File: src/mseq_params.svh
// constants of the microsequencer next-address block
`ifndef MSEQ_PARAMS_SVH
`define MSEQ_PARAMS_SVH
`define MSEQ_AW 16
`define MSEQ_DEPTH 16
`define MSEQ_PW 4
`define MSEQ_AXI_AW 4
`define MSEQ_ONE 16'h0001
// next-address source select codes
`define MSEQ_NA_STACKSEL 3'h0
`define MSEQ_NA_RET 3'h2
`define MSEQ_NA_TWOWAY 3'h4
`define MSEQ_NA_CONT 3'h6
// stack operation codes
`define MSEQ_SO_RESET 3'h0
`define MSEQ_SO_CLEAR 3'h1
`define MSEQ_SO_LOOP 3'h2
`define MSEQ_SO_RET 3'h3
`define MSEQ_SO_PUSH 3'h4
`define MSEQ_SO_CCALL 3'h5
`define MSEQ_SO_CALL 3'h6
// loop register operation codes
`define MSEQ_RO_HOLD 3'h0
`define MSEQ_RO_DEC 3'h1
`define MSEQ_RO_LOAD 3'h2
// register map (byte addresses)
`define MSEQ_REG_CTRL 4'h0
`define MSEQ_REG_STAT 4'h4
`define MSEQ_REG_LOOP 4'h8
`define MSEQ_REG_PTR 4'hC
`define MSEQ_RESP_OK 2'h0
`define MSEQ_RESP_ERR 2'h2
`endif

File: src/mseq_pkg.sv
// types of the microsequencer next-address block
package mseq_pkg;
  typedef enum logic [2:0] {
    NA_BRSTACK, NA_CONT, NA_BRA, NA_BRB, NA_ZERO
  } mseq_nasrc_t;
endpackage

File: src/mseq_axil.sv
// axi4-lite slave holding the sequencer control and status words
`timescale 1ns/1ps
`include "mseq_params.svh"
module mseq_axil (
  // clock and reset
  input wire logic clk,
  input wire logic reset,
  // write channels
  input wire logic [`MSEQ_AXI_AW-1:0] s_axi_awaddr,
  input wire logic s_axi_awvalid,
  output logic s_axi_awready,
  input wire logic [31:0] s_axi_wdata,
  input wire logic [3:0] s_axi_wstrb,
  input wire logic s_axi_wvalid,
  output logic s_axi_wready,
  output logic [1:0] s_axi_bresp,
  output logic s_axi_bvalid,
  input wire logic s_axi_bready,
  // read channels
  input wire logic [`MSEQ_AXI_AW-1:0] s_axi_araddr,
  input wire logic s_axi_arvalid,
  output logic s_axi_arready,
  output logic [31:0] s_axi_rdata,
  output logic [1:0] s_axi_rresp,
  output logic s_axi_rvalid,
  input wire logic s_axi_rready,
  // sequencer side
  output logic [`MSEQ_AW-1:0] loopLoadValue,
  input wire logic [`MSEQ_AW-1:0] statusY,
  input wire logic [`MSEQ_AW-1:0] statusLoop,
  input wire logic [`MSEQ_PW-1:0] statusSp,
  input wire logic [`MSEQ_PW-1:0] statusRp
);
  logic [`MSEQ_AXI_AW-1:0] awAddr_ff;
  logic awHave_ff;
  logic [31:0] wData_ff;
  logic [3:0] wStrb_ff;
  logic wHave_ff;
  logic [15:0] loopVal_ff;

  assign loopLoadValue = loopVal_ff;

  // readies drop on acceptance and come back with the response handshake
  always_ff @(posedge clk) begin
    if (reset) begin
      s_axi_awready <= 1'b1;
      s_axi_wready <= 1'b1;
    end else if (s_axi_bvalid && s_axi_bready) begin
      s_axi_awready <= 1'b1;
      s_axi_wready <= 1'b1;
    end else begin
      if (s_axi_awvalid && s_axi_awready) begin
        s_axi_awready <= 1'b0;
      end
      if (s_axi_wvalid && s_axi_wready) begin
        s_axi_wready <= 1'b0;
      end
    end
  end

  always_ff @(posedge clk) begin
    if (reset) begin
      s_axi_arready <= 1'b1;
    end else if (s_axi_arvalid && s_axi_arready) begin
      s_axi_arready <= 1'b0;
    end else if (s_axi_rvalid && s_axi_rready) begin
      s_axi_arready <= 1'b1;
    end
  end

  always_ff @(posedge clk) begin
    if (reset) begin
      awHave_ff <= 1'b0;
      wHave_ff <= 1'b0;
      awAddr_ff <= '0;
      wData_ff <= '0;
      wStrb_ff <= '0;
    end else if (awHave_ff && wHave_ff) begin
      awHave_ff <= 1'b0;
      wHave_ff <= 1'b0;
    end else begin
      if (s_axi_awvalid && s_axi_awready) begin
        awHave_ff <= 1'b1;
        awAddr_ff <= s_axi_awaddr;
      end
      if (s_axi_wvalid && s_axi_wready) begin
        wHave_ff <= 1'b1;
        wData_ff <= s_axi_wdata;
        wStrb_ff <= s_axi_wstrb;
      end
    end
  end

  // write commit and response
  always_ff @(posedge clk) begin
    if (reset) begin
      loopVal_ff <= '0;
      s_axi_bvalid <= 1'b0;
      s_axi_bresp <= `MSEQ_RESP_OK;
    end else if (awHave_ff && wHave_ff) begin
      s_axi_bvalid <= 1'b1;
      if (awAddr_ff == `MSEQ_REG_LOOP) begin
        s_axi_bresp <= `MSEQ_RESP_OK;
        if (wStrb_ff[0]) loopVal_ff[7:0] <= wData_ff[7:0];
        if (wStrb_ff[1]) loopVal_ff[15:8] <= wData_ff[15:8];
      end else if (awAddr_ff == `MSEQ_REG_CTRL || awAddr_ff == `MSEQ_REG_STAT
          || awAddr_ff == `MSEQ_REG_PTR) begin
        s_axi_bresp <= `MSEQ_RESP_OK;
      end else begin
        s_axi_bresp <= `MSEQ_RESP_ERR;
      end
    end else if (s_axi_bvalid && s_axi_bready) begin
      s_axi_bvalid <= 1'b0;
    end
  end

  always_ff @(posedge clk) begin
    if (reset) begin
      s_axi_rvalid <= 1'b0;
      s_axi_rdata <= '0;
      s_axi_rresp <= `MSEQ_RESP_OK;
    end else if (s_axi_arvalid && s_axi_arready) begin
      s_axi_rvalid <= 1'b1;
      s_axi_rresp <= `MSEQ_RESP_OK;
      unique case (s_axi_araddr)
        `MSEQ_REG_CTRL: s_axi_rdata <= {16'h0000, loopVal_ff};
        `MSEQ_REG_STAT: s_axi_rdata <= {16'h0000, statusY};
        `MSEQ_REG_LOOP: s_axi_rdata <= {16'h0000, statusLoop};
        `MSEQ_REG_PTR: s_axi_rdata <= {24'h000000, statusRp, statusSp};
        default: begin
          s_axi_rdata <= '0;
          s_axi_rresp <= `MSEQ_RESP_ERR;
        end
      endcase
    end else if (s_axi_rvalid && s_axi_rready) begin
      s_axi_rvalid <= 1'b0;
    end
  end
endmodule

File: src/mseq_core.sv
// microsequencer next-address, loop counter and stack logic
`timescale 1ns/1ps
`include "mseq_params.svh"
module mseq_core (
  // clock and reset
  input wire logic clk,
  input wire logic reset,
  // microinstruction fields
  input wire logic [2:0] nextAddrSourceSelect,
  input wire logic [2:0] stackOpSelect,
  input wire logic [2:0] loopRegOpSelect,
  input wire logic condInN,
  input wire logic counterAdvance,
  input wire logic [`MSEQ_AW-1:0] branchAddrPortA,
  input wire logic [`MSEQ_AW-1:0] branchAddrPortB,
  // register bus
  input wire logic [`MSEQ_AXI_AW-1:0] s_axi_awaddr,
  input wire logic s_axi_awvalid,
  output logic s_axi_awready,
  input wire logic [31:0] s_axi_wdata,
  input wire logic [3:0] s_axi_wstrb,
  input wire logic s_axi_wvalid,
  output logic s_axi_wready,
  output logic [1:0] s_axi_bresp,
  output logic s_axi_bvalid,
  input wire logic s_axi_bready,
  input wire logic [`MSEQ_AXI_AW-1:0] s_axi_araddr,
  input wire logic s_axi_arvalid,
  output logic s_axi_arready,
  output logic [31:0] s_axi_rdata,
  output logic [1:0] s_axi_rresp,
  output logic s_axi_rvalid,
  input wire logic s_axi_rready,
  // next address and loop zero flag
  output logic [`MSEQ_AW-1:0] nextAddr,
  output logic loopZero
);
  logic condN_ff;
  logic advance_ff;
  logic [`MSEQ_AW-1:0] nextAddr_ff;
  logic [`MSEQ_AW-1:0] mpc_ff;
  logic [`MSEQ_AW-1:0] loopA_ff;
  logic loopZero_ff;
  logic [`MSEQ_PW-1:0] stackPointer_ff;
  logic [`MSEQ_PW-1:0] readPointer_ff;
  logic [`MSEQ_AW-1:0] stackTop;
  logic [`MSEQ_AW-1:0] loopLoadValue;
  logic [`MSEQ_AW-1:0] nxt_nextAddr;
  logic [`MSEQ_AW-1:0] nxt_loopA;
  logic doPush;
  logic doPop;
  logic doClear;
  logic zeroHit;
  logic [`MSEQ_AW-1:0] nxt_mpc;
  logic [`MSEQ_PW-1:0] nxt_stackPointer;
  logic [`MSEQ_PW-1:0] nxt_readPointer;
  logic [`MSEQ_PW-1:0] stackRdAddr;
  logic stackWrEn;
  mseq_pkg::mseq_nasrc_t naSrc;

  assign nextAddr = nextAddr_ff;
  assign loopZero = loopZero_ff;

  function automatic logic [`MSEQ_PW-1:0] ptrStep(input logic [`MSEQ_PW-1:0] p,
                                                input logic up);
    ptrStep = up ? p + `MSEQ_PW'(1) : p - `MSEQ_PW'(1);
  endfunction

  // condition pipelined one instruction
  always_ff @(posedge clk) begin
    if (reset) begin
      condN_ff <= 1'b1;
    end else begin
      condN_ff <= condInN;
    end
  end

  // advance control pipelined one instruction
  always_ff @(posedge clk) begin
    if (reset) begin
      advance_ff <= 1'b1;
    end else begin
      advance_ff <= counterAdvance;
    end
  end

  // loop register
  always_comb begin
    nxt_loopA = loopA_ff;
    zeroHit = 1'b0;
    unique case (loopRegOpSelect)
      `MSEQ_RO_LOAD: nxt_loopA = loopLoadValue;
      `MSEQ_RO_DEC: begin
        nxt_loopA = loopA_ff - `MSEQ_ONE;
        zeroHit = (nxt_loopA == '0);
      end
      default: nxt_loopA = loopA_ff;
    endcase
  end

  // next-address decision
  always_comb begin
    naSrc = mseq_pkg::NA_CONT;
    doPush = 1'b0;
    doPop = 1'b0;
    doClear = 1'b0;
    unique case (stackOpSelect)
      `MSEQ_SO_RESET: begin
        naSrc = mseq_pkg::NA_ZERO;
        doClear = 1'b1;
      end
      `MSEQ_SO_CLEAR: begin
        doClear = 1'b1;
        naSrc = condN_ff ? mseq_pkg::NA_CONT : mseq_pkg::NA_BRA;
      end
      `MSEQ_SO_LOOP: begin
        if (condN_ff && nextAddrSourceSelect == `MSEQ_NA_STACKSEL) begin
          naSrc = mseq_pkg::NA_BRA;
          doPop = 1'b1;
        end else if (zeroHit) begin
          naSrc = mseq_pkg::NA_CONT;
          doPop = 1'b1;
        end else begin
          naSrc = mseq_pkg::NA_BRSTACK;
        end
      end
      `MSEQ_SO_RET: begin
        if (!condN_ff) begin
          naSrc = mseq_pkg::NA_BRSTACK;
          doPop = 1'b1;
        end
      end
      `MSEQ_SO_PUSH: begin
        doPush = 1'b1;
      end
      `MSEQ_SO_CCALL: begin
        if (!condN_ff) begin
          naSrc = mseq_pkg::NA_BRA;
          doPush = 1'b1;
        end
      end
      `MSEQ_SO_CALL: begin
        doPush = 1'b1;
        if (nextAddrSourceSelect == `MSEQ_NA_TWOWAY) begin
          naSrc = condN_ff ? mseq_pkg::NA_BRB : mseq_pkg::NA_BRA;
        end else begin
          naSrc = mseq_pkg::NA_BRA;
        end
      end
      default: begin
        // unlisted stack code continues
        naSrc = mseq_pkg::NA_CONT;
      end
    endcase
  end

  // continue takes the counter, which already holds the step
  always_comb begin
    nxt_nextAddr = mpc_ff;
    unique case (naSrc)
      mseq_pkg::NA_BRSTACK: nxt_nextAddr = stackTop;
      mseq_pkg::NA_BRA: nxt_nextAddr = branchAddrPortA;
      mseq_pkg::NA_BRB: nxt_nextAddr = branchAddrPortB;
      mseq_pkg::NA_ZERO: nxt_nextAddr = '0;
      mseq_pkg::NA_CONT: nxt_nextAddr = mpc_ff;
    endcase
  end

  always_ff @(posedge clk) begin
    if (reset) begin
      nextAddr_ff <= '0;
    end else begin
      nextAddr_ff <= nxt_nextAddr;
    end
  end

  // microprogram counter
  always_comb begin
    if (advance_ff) begin
      nxt_mpc = nxt_nextAddr + `MSEQ_ONE;
    end else begin
      nxt_mpc = nxt_nextAddr;
    end
  end

  always_ff @(posedge clk) begin
    if (reset) begin
      mpc_ff <= '0;
    end else begin
      mpc_ff <= nxt_mpc;
    end
  end

  always_ff @(posedge clk) begin
    if (reset) begin
      loopA_ff <= '0;
    end else begin
      loopA_ff <= nxt_loopA;
    end
  end

  // zero flag pulses for one cycle after the last decrement
  always_ff @(posedge clk) begin
    if (reset) begin
      loopZero_ff <= 1'b0;
    end else begin
      loopZero_ff <= zeroHit;
    end
  end

  // pointers; stack pointer marks next free slot, read pointer the top
  always_comb begin
    nxt_stackPointer = stackPointer_ff;
    nxt_readPointer = readPointer_ff;
    if (doClear) begin
      nxt_stackPointer = '0;
      nxt_readPointer = '0;
    end else if (doPush) begin
      nxt_stackPointer = ptrStep(stackPointer_ff, 1'b1);
      nxt_readPointer = stackPointer_ff;
    end else if (doPop) begin
      nxt_stackPointer = ptrStep(stackPointer_ff, 1'b0);
      nxt_readPointer = ptrStep(readPointer_ff, 1'b0);
    end
  end

  always_ff @(posedge clk) begin
    if (reset) begin
      stackPointer_ff <= '0;
      readPointer_ff <= '0;
    end else begin
      stackPointer_ff <= nxt_stackPointer;
      readPointer_ff <= nxt_readPointer;
    end
  end

  // read address follows the top that the next cycle will need
  always_comb begin
    stackRdAddr = readPointer_ff;
    if (doPush) begin
      stackRdAddr = stackPointer_ff;
    end else if (doPop) begin
      stackRdAddr = ptrStep(readPointer_ff, 1'b0);
    end
  end

  // no push lands while reset holds
  assign stackWrEn = doPush && !reset;

  // pushed word is the counter value before this edge
  mseq_stack_mem u_stack (
    .clk(clk),
    .wrEn(stackWrEn),
    .wrAddr(stackPointer_ff),
    .wrData(mpc_ff),
    .rdAddr(stackRdAddr),
    .rdData(stackTop)
  );

  mseq_axil u_regs (
    .clk(clk),
    .reset(reset),
    .s_axi_awaddr(s_axi_awaddr),
    .s_axi_awvalid(s_axi_awvalid),
    .s_axi_awready(s_axi_awready),
    .s_axi_wdata(s_axi_wdata),
    .s_axi_wstrb(s_axi_wstrb),
    .s_axi_wvalid(s_axi_wvalid),
    .s_axi_wready(s_axi_wready),
    .s_axi_bresp(s_axi_bresp),
    .s_axi_bvalid(s_axi_bvalid),
    .s_axi_bready(s_axi_bready),
    .s_axi_araddr(s_axi_araddr),
    .s_axi_arvalid(s_axi_arvalid),
    .s_axi_arready(s_axi_arready),
    .s_axi_rdata(s_axi_rdata),
    .s_axi_rresp(s_axi_rresp),
    .s_axi_rvalid(s_axi_rvalid),
    .s_axi_rready(s_axi_rready),
    .loopLoadValue(loopLoadValue),
    .statusY(nextAddr_ff),
    .statusLoop(loopA_ff),
    .statusSp(stackPointer_ff),
    .statusRp(readPointer_ff)
  );
endmodule

File: src/mseq_stack_mem.sv
// return-address stack memory with registered read data
`timescale 1ns/1ps
`include "mseq_params.svh"
module mseq_stack_mem (
  // clock
  input wire logic clk,
  // write port
  input wire logic wrEn,
  input wire logic [`MSEQ_PW-1:0] wrAddr,
  input wire logic [`MSEQ_AW-1:0] wrData,
  // read port
  input wire logic [`MSEQ_PW-1:0] rdAddr,
  output logic [`MSEQ_AW-1:0] rdData
);
  logic [`MSEQ_AW-1:0] mem [`MSEQ_DEPTH];

  always_ff @(posedge clk) begin
    if (wrEn) begin
      mem[wrAddr] <= wrData;
    end
  end

  // write-through so a fresh push reads back at once
  always_ff @(posedge clk) begin
    if (wrEn && wrAddr == rdAddr) begin
      rdData <= wrData;
    end else begin
      rdData <= mem[rdAddr];
    end
  end
endmodule

File: config.mk
export PLATFORM = sky130hd
export DESIGN_NAME = mseq_core
export DESIGN_NICKNAME = d
export VERILOG_FILES = /design/src/mseq_pkg.sv /design/src/mseq_axil.sv /design/src/mseq_core.sv /design/src/mseq_stack_mem.sv
export VERILOG_INCLUDE_DIRS = /design/src /design/src/src
export SDC_FILE = /design/constraint.sdc
export NUM_CORES = 1
export LEC_CHECK = 0
export BUFFER_PORTS_ARGS = -buffer_cell sky130_fd_sc_hd__clkbuf_2
export CAP_MARGIN = 20
export CORE_MARGIN = 2
export CORE_UTILIZATION = 45
export CTS_CLUSTER_SIZE = 14
export DETAILED_ROUTE_END_ITERATION = 8
export MAX_ROUTING_LAYER = met4
export PLACE_DENSITY = 0.68
export SLEW_MARGIN = 10
export SYNTH_ARGS = -nofsm -noshare
export SYNTH_HDL_FRONTEND = slang
export SYNTH_SLANG_ARGS = --single-unit
export TNS_END_PERCENT = 5
File: constraint.sdc
create_clock -name clk -period 4.52 [get_ports clk]
set_input_delay 0.452 -clock clk [delete_from_list [all_inputs] [get_ports clk]]
set_output_delay 0.452 -clock clk [all_outputs]
set_load 0.01 [all_outputs]
=== After elaboration in Yosys (flattened, before gate mapping) ===
Memory sizes are Yosys's and may differ from the RTL's. A register that Yosys moved wholly into a read port is not among the register bits.
Cells that the tools add are included.

* Output and inout bits: 58
* RAM bits: 256
* Memories: 1
* Flip-flop bits (word level): 140
* Input port bits: 94
* Word-level logic and storage cells: 114

* Multiplexer cells: 33
* Add/sub/neg operators: 5
* Bitwise gates (word level): 1
* Reductions and logical operators: 32
* Equal/unequal tests: 19

{| class="wikitable"
|+ Memories
! memory !! words !! width !! rd ports !! clocked after Yosys merged registers in !! wr ports !! line !! RTL
|-
| u_stack.mem || 16 || 16 || 1 || 1 || 1 || mseq_stack_mem.sv:15 || <nowiki>logic [`MSEQ_AW-1:0] mem [`MSEQ_DEPTH];</nowiki>
|}

{| class="wikitable"
|+ Operators with widths
! cell !! number
|-
| one-hot mux 16 bit (5 select lines) || 1
|-
| one-hot mux 16 bit (4 select lines) || 1
|-
| one-hot mux 16 bit (2 select lines) || 1
|-
| two-way mux 1 bit || 17
|-
| adder 16 x 1 -> 16 bit, second input constant || 1
|-
| equality test 4 bit, second input constant || 4
|-
| zero test 16 bit || 1
|-
| two-way mux 16 bit || 1
|-
| two-way mux 4 bit || 4
|-
| subtractor 16 x 1 -> 16 bit, second input constant || 1
|-
| equality test 3 x 2 -> 1 bit, second input constant || 5
|-
| equality test 3 bit, second input constant || 5
|-
| one-hot mux 3 bit (5 select lines) || 1
|-
| OR reduction 2 bit || 6
|-
| two-way mux 2 bit || 5
|-
| equality test 3 x 1 -> 1 bit, second input constant || 3
|-
| zero test 3 bit || 3
|-
| equality test 4 x 3 -> 1 bit, second input constant || 2
|-
| logical AND 1 bit || 8
|-
| zero test 4 bit || 2
|-
| nonzero test 2 bit || 4
|-
| subtractor 4 x 1 -> 4 bit, second input constant || 2
|-
| AND reduction 3 bit || 2
|-
| adder 4 x 1 -> 4 bit, second input constant || 1
|-
| other kinds (6) || 9
|}

=== Longest topological paths before layout ===
* Depth in word-level cells: 10
* Gate-level depth with buffers: 18
* Mapped depth without buffers: 15

=== Cells and area by module ===
A second synthesis with hierarchy kept.

* Cell total of the unflattened synthesis: 1207
* Area, all modules: 16514.6 um^2

{| class="wikitable"
|+ Modules (own cells, without submodules)
! module !! cells each !! instances !! area each (um^2) !! seq. area each (um^2)
|-
| mseq_stack_mem || 420 || 1 || 9801.9 || 7767.4
|-
| mseq_core || 473 || 1 || 3719.8 || 1181.1
|-
| mseq_axil || 314 || 1 || 2992.9 || 1261.2
|}

=== Least setup slack after synthesis ===
OpenSTA, ideal clock, no wires.

* Kind: register -> register
* Start point: reg loopA_ff[0]
* End point: reg mpc_ff[12]
* Library setup time: 0.070 ns
* Setup slack: 0.495 ns
* Clock period less this slack: 4.025 ns
* Data required time: 4.450 ns
* Stages on the path, launching flop included: 19
* Buffers on the path: 3
* Arrival: 3.954 ns
* Path through: dfxtp_1 > clkbuf_1 > inv_1 > ha_1 > or3b_2 > clkbuf_1 > o31a_1 > a2111oi_2 > nand4bb_1 > buf_2 > nand2_1 > o21ai_1 > inv_1 > ha_1 > nand2_1 > a211oi_1 > nand4_1 > or4_1 > a21oi_1

* Word-level cells in the longest chain between the ends: 10
* Elaborated cells on any way between the ends: 14
* Those cells by class: add/sub: 2; eq/ne: 4; mux: 6; reduce/logical: 2

{| class="wikitable"
|+ Ends and longest elaborated chain
! item !! line !! RTL
|-
| from (decl) || mseq_core.sv:42 || <nowiki>logic [`MSEQ_AW-1:0] loopA_ff;</nowiki>
|-
| from (signal assigned) || mseq_core.sv:198 || <nowiki>loopA_ff <= nxt_loopA;</nowiki>
|-
| subtractor 16 x 1 -> 16 bit (no source line) * || n/a ||
|-
| zero test 16 bit * || mseq_core.sv:95 || <nowiki>zeroHit = (nxt_loopA == '0);</nowiki>
|-
| two-way mux 1 bit * || mseq_core.sv:91 || <nowiki>unique case (loopRegOpSelect)</nowiki>
|-
| two-way mux 1 bit * || mseq_core.sv:120 || <nowiki>end else if (zeroHit) begin</nowiki>
|-
| two-way mux 2 bit * || mseq_core.sv:117 || <nowiki>if (condN_ff && nextAddrSourceSelect == `MSEQ_NA_STACKSEL) begin</nowiki>
|-
| one-hot mux 3 bit (5 select lines) * || mseq_core.sv:107 || <nowiki>unique case (stackOpSelect)</nowiki>
|-
| equality test 3 x 1 -> 1 bit, or another cell as far along || mseq_core.sv:160 || <nowiki>unique case (naSrc)</nowiki>
|-
| one-hot mux 16 bit (5 select lines) * || mseq_core.sv:160 ||
|-
| named net nxt_nextAddr[1] || mseq_core.sv:48 || <nowiki>logic [`MSEQ_AW-1:0] nxt_nextAddr;</nowiki>
|-
| adder 16 x 1 -> 16 bit (no source line) * || n/a ||
|-
| two-way mux 16 bit * || mseq_core.sv:179 || <nowiki>if (advance_ff) begin</nowiki>
|-
| to (signal assigned) || mseq_core.sv:190 || <nowiki>mpc_ff <= nxt_mpc;</nowiki>
|-
| to (decl) || mseq_core.sv:41 || <nowiki>logic [`MSEQ_AW-1:0] mpc_ff;</nowiki>
|}

The timed path passes the listed nets; every way through them passes the cells marked *.
A chain may end at the register's enable or synchronous reset.

=== Worst setup path after layout ===
Ends and elaborated chain as after synthesis.

==> results_dict.tcl <==
set metrics [dict create \
    routed_via_density 5.977 \
    fin_crit_ns 4.207 \
    pin_count 152 \
    wl_per_cell_um 23.39 \
    clk_latency_ns 0.56 \
    status "complete, no violations" \
    synth_area_per_cell_um2 13.54 \
    final_core_util_pct 52.70 \
    synth-seq-area-share_pct 63.20 \
    critical_path_arrival_ns 4.70 \
    synthDistinctLibCells 79 \
    crit_slowest_cell "or3b_2" \
    synth_commonest_cells "edfxtp_1 (256), dfxtp_1 (126), nor2_1 (123)" \
    power.density_mw_per_mm2 426.3 \
    synth_simple_gate_area_share_pct 10.62 \
    synthArstFlopShare_pct 0 \
    setup_viol 0 \
    critPathMaxStageDelay_ns 0.56 \
    critPathLaunchType "flip-flop" \
    cp-endpoint "mpc_ff[12]" \
    rrSetupSlack_ns 0.31 \
    synth_edf_count 256 \
    finalSetupTns_ns 0 \
    slew_violations 0 \
    grt_pass1_vias 10340 \
    synth_area_leaders "edfxtp_1 (48%), dfxtp_1 (16%), mux4_2 (9.9%), nor2_1 (2.9%), a21oi_1 (2.8%)" \
    critPathLaunch "loopA_ff[0]" \
    r2r_end "mpc_ff[12]" \
    initial_core_util_pct 45.53 \
    core_area_mm2 0.03548 \
    dpl.cell_count 1745 \
    synth_fa_ha_area_share_pct 0.5886 \
    rsz0062_at_grt "yes" \
    ctsHoldBuffers 0 \
    period_share_pct 93.07 \
    root_buffer "clkbuf_16" \
    drc_errors 0 \
    synth_area_leader_cell "edfxtp_1" \
    gp_congestion 0.9376 \
    synthMuxAreaShare_pct 12.18 \
    hold_violations 0 \
    grt_start_max_net_pins 79 \
    final_cell_area_mm2 0.01870 \
    synth_top_area_share_pct 47.59 \
    dp_hpwl_um 28550 \
    cts_buffer_depth 3 \
    fp.dieW_um 193.5 \
    final_antenna_net_count 0 \
    final_nets 1429 \
    synthXorXnorAreaFrac_pct 0.7590 \
    nFillCells 2990 \
    firstDrtPassIters 6 \
    synth.most_common_cell "edfxtp_1" \
    htree_levels 2 \
    dr.first_iter.drc_count 1117 \
    worst_ir_drop_vdd_mv 0.3074 \
    rows 69 \
    p_leak_nw 6.640 \
    critPathRequiredTime_ns 5.01 \
    num_antenna_cells 0 \
    cts-buffers-inserted 40 \
    crit_chain "inv_1 > ha_1 > or3b_2 > nor4_1 > nand4_1 > a2111oi_4 > a22o_1 > a21oi_1 > inv_1 > ha_1 > nand2_1 > a211oi_1 > nand4_1 > buf_4 > or4_1 > a21oi_1" \
    power_mw 7.972 \
    place_area_mm2 0.01739 \
    synth_seq_cells 382 \
    clkSinkCount 382 \
    ys_warn_count 0 \
    holdCritPathClass "in -> reg" \
    crit_path_end_kind "flip-flop" \
    areaGrowthSynthToFinish_pct 15.75 \
    worst_slew_pin_slew_ns 0.9958 \
    max_freq_mhz 237.7 \
    ys.flop_type "edfxtp_1" \
    io_buffers 115 \
    drt-total-wl_um 42570 \
    grt_antenna_before_repair 0 \
    vias 10880 \
    netlist_area_mm2 0.01615 \
    globalRouteTotalUtil_pct 23.28 \
    worst-setup-path-type "reg -> reg" \
    fin_worst_skew_ns 0.02341 \
    cts_tree "built" \
    max_cap_viol_count 0 \
    drive_gt1_share_pct 24.87 \
    syn_inst 1193 \
    synth_compound_area_share_pct 9.527 \
    crit_fanout 12 \
    grt_pass1_wl_um 63800 \
    die_h_um 193.5 \
    synth_top_family_by_area "multiplexers" \
    die-area_mm2 0.03743 \
    grt_overflow 0 \
    clkTransAtPathRegs_ns 0.06 \
    r2r_start "loopA_ff[0]" \
    reg2reg_depth 16 \
    max_slew_margin_pct 33.12 \
    final_cells 1820 \
]
what timing repair did:
item / in CTS / in global routing
buffers inserted: 0 / 2
resized for setup: 0 / 1
setup endpoints to repair: 0 / 3
state kept, by name, indices dropped and copies added (netlist names), 2 cells and up, named ones only:
signal	cells
loopA_ff	16
mpc_ff	16
nextAddr	16
readPointer_ff	4
stackPointer_ff	4
u_regs.awAddr_ff	4
u_regs.loopLoadValue	16
u_regs.s_axi_rdata	16
u_regs.wData_ff	16
u_regs.wStrb_ff	2
u_stack.mem	256
worst min path at each step:
| stage | endpoint | depth (start not counted) | slack (ns) | from |
|---|---|---|---|---|
| detailed placement | u_regs.wStrb_ff[1] | 2 | 0.45 | u_regs.wStrb_ff[1] |
| global placement | u_regs.wData_ff[6] | 2 | 0.44 | u_regs.wData_ff[6] |
| floorplan | u_regs.wData_ff[0] | 2 | 0.44 | u_regs.wData_ff[0] |
| global route | advance_ff | 2 | 0.07 | counterAdvance |
| finish | advance_ff | 2 | 0.08 | counterAdvance |
| CTS | advance_ff | 2 | 0.05 | counterAdvance |
placed cells by master (no fill, tap or decap), types with 7 or more instances in the layout:
cell       instances
clkbuf_2         114
clkbuf_1           7
clkinv_2           8
nand2_1           86
a222oi_1          12
a22oi_1           26
o21ai_0           23
clkinv_1           8
buf_4             49
clkbuf_16         42
nand3b_1           9
nor2_1           111
and2_1             7
xnor2_1           12
nor3_1            18
nor2b_1           17
nor4_1            12
conb_1            18
dfxtp_1          124
o211ai_1           8
and3_1             7
a22o_1            10
mux4_2            71
mux2i_1           29
inv_1             19
nand3_1           11
a211oi_1           9
a21oi_1           90
edfxtp_1         256
nor2_2            11
per-stage QoR:
| stage | setup WS (ns) | hold slack [ns] |
|---|---|---|
| final | 0.3131 | 0.07956 |
| after global placement | 0.4104 | 0.4423 |
| after global routing | -0.04608 | 0.06506 |
| after CTS | 0.2876 | 0.05383 |
| after floorplan | 0.4952 | 0.4357 |
| after detailed placement | 0.3552 | 0.4499 |
worst max-delay path, delay by kind of cell, from the launching register on:
kind	cells	cell delay, ns
buf+inv	3	0.36
flops	1	0.43
fa+ha+maj	2	0.41
simple gates	6	1.69
compound gates	5	1.26
cell families after synthesis:
kind of cell	after synthesis
compound gates	228
xor+xnor	14
fa+ha+maj	7
buf+inv	108
flops	382
mux	107
other cells	1
simple gates	346
routing by layer:
layer / vias to the layer above / global-route usage [%] / routed length (µm) / share of wire [%]
met4: 0 / 7.690 / 1306 / 3.1
met5: - / - / 0 / 0
met3: 89 / 4.986 / 3882 / 9.1
met2: 533 / 34.67 / 19540 / 46
met1: 5420 / 31.96 / 17840 / 42
li1: 4837 / - / - / -
power breakdown:
group / internal [mW] / switching [mW] / total (mW)
sequential: 3.83 / 0.157 / 3.99
combinational: 0.350 / 0.421 / 0.771
clock: 1.87 / 1.34 / 3.21
total: 6.05 / 1.92 / 7.97
area by class of cell:
type                       instances  area [µm²]  area share, %
clock buffer                      52        1119          5.982
clock inverter                    21       166.4         0.8899
inverter                          19       71.32         0.3814
multi-input combinational        720        5597          29.93
sequential                       382       10210          54.63
tap                              461       576.8          3.085
timing repair buffer             165       954.7          5.105
Power figures use the tool's default switching activity.
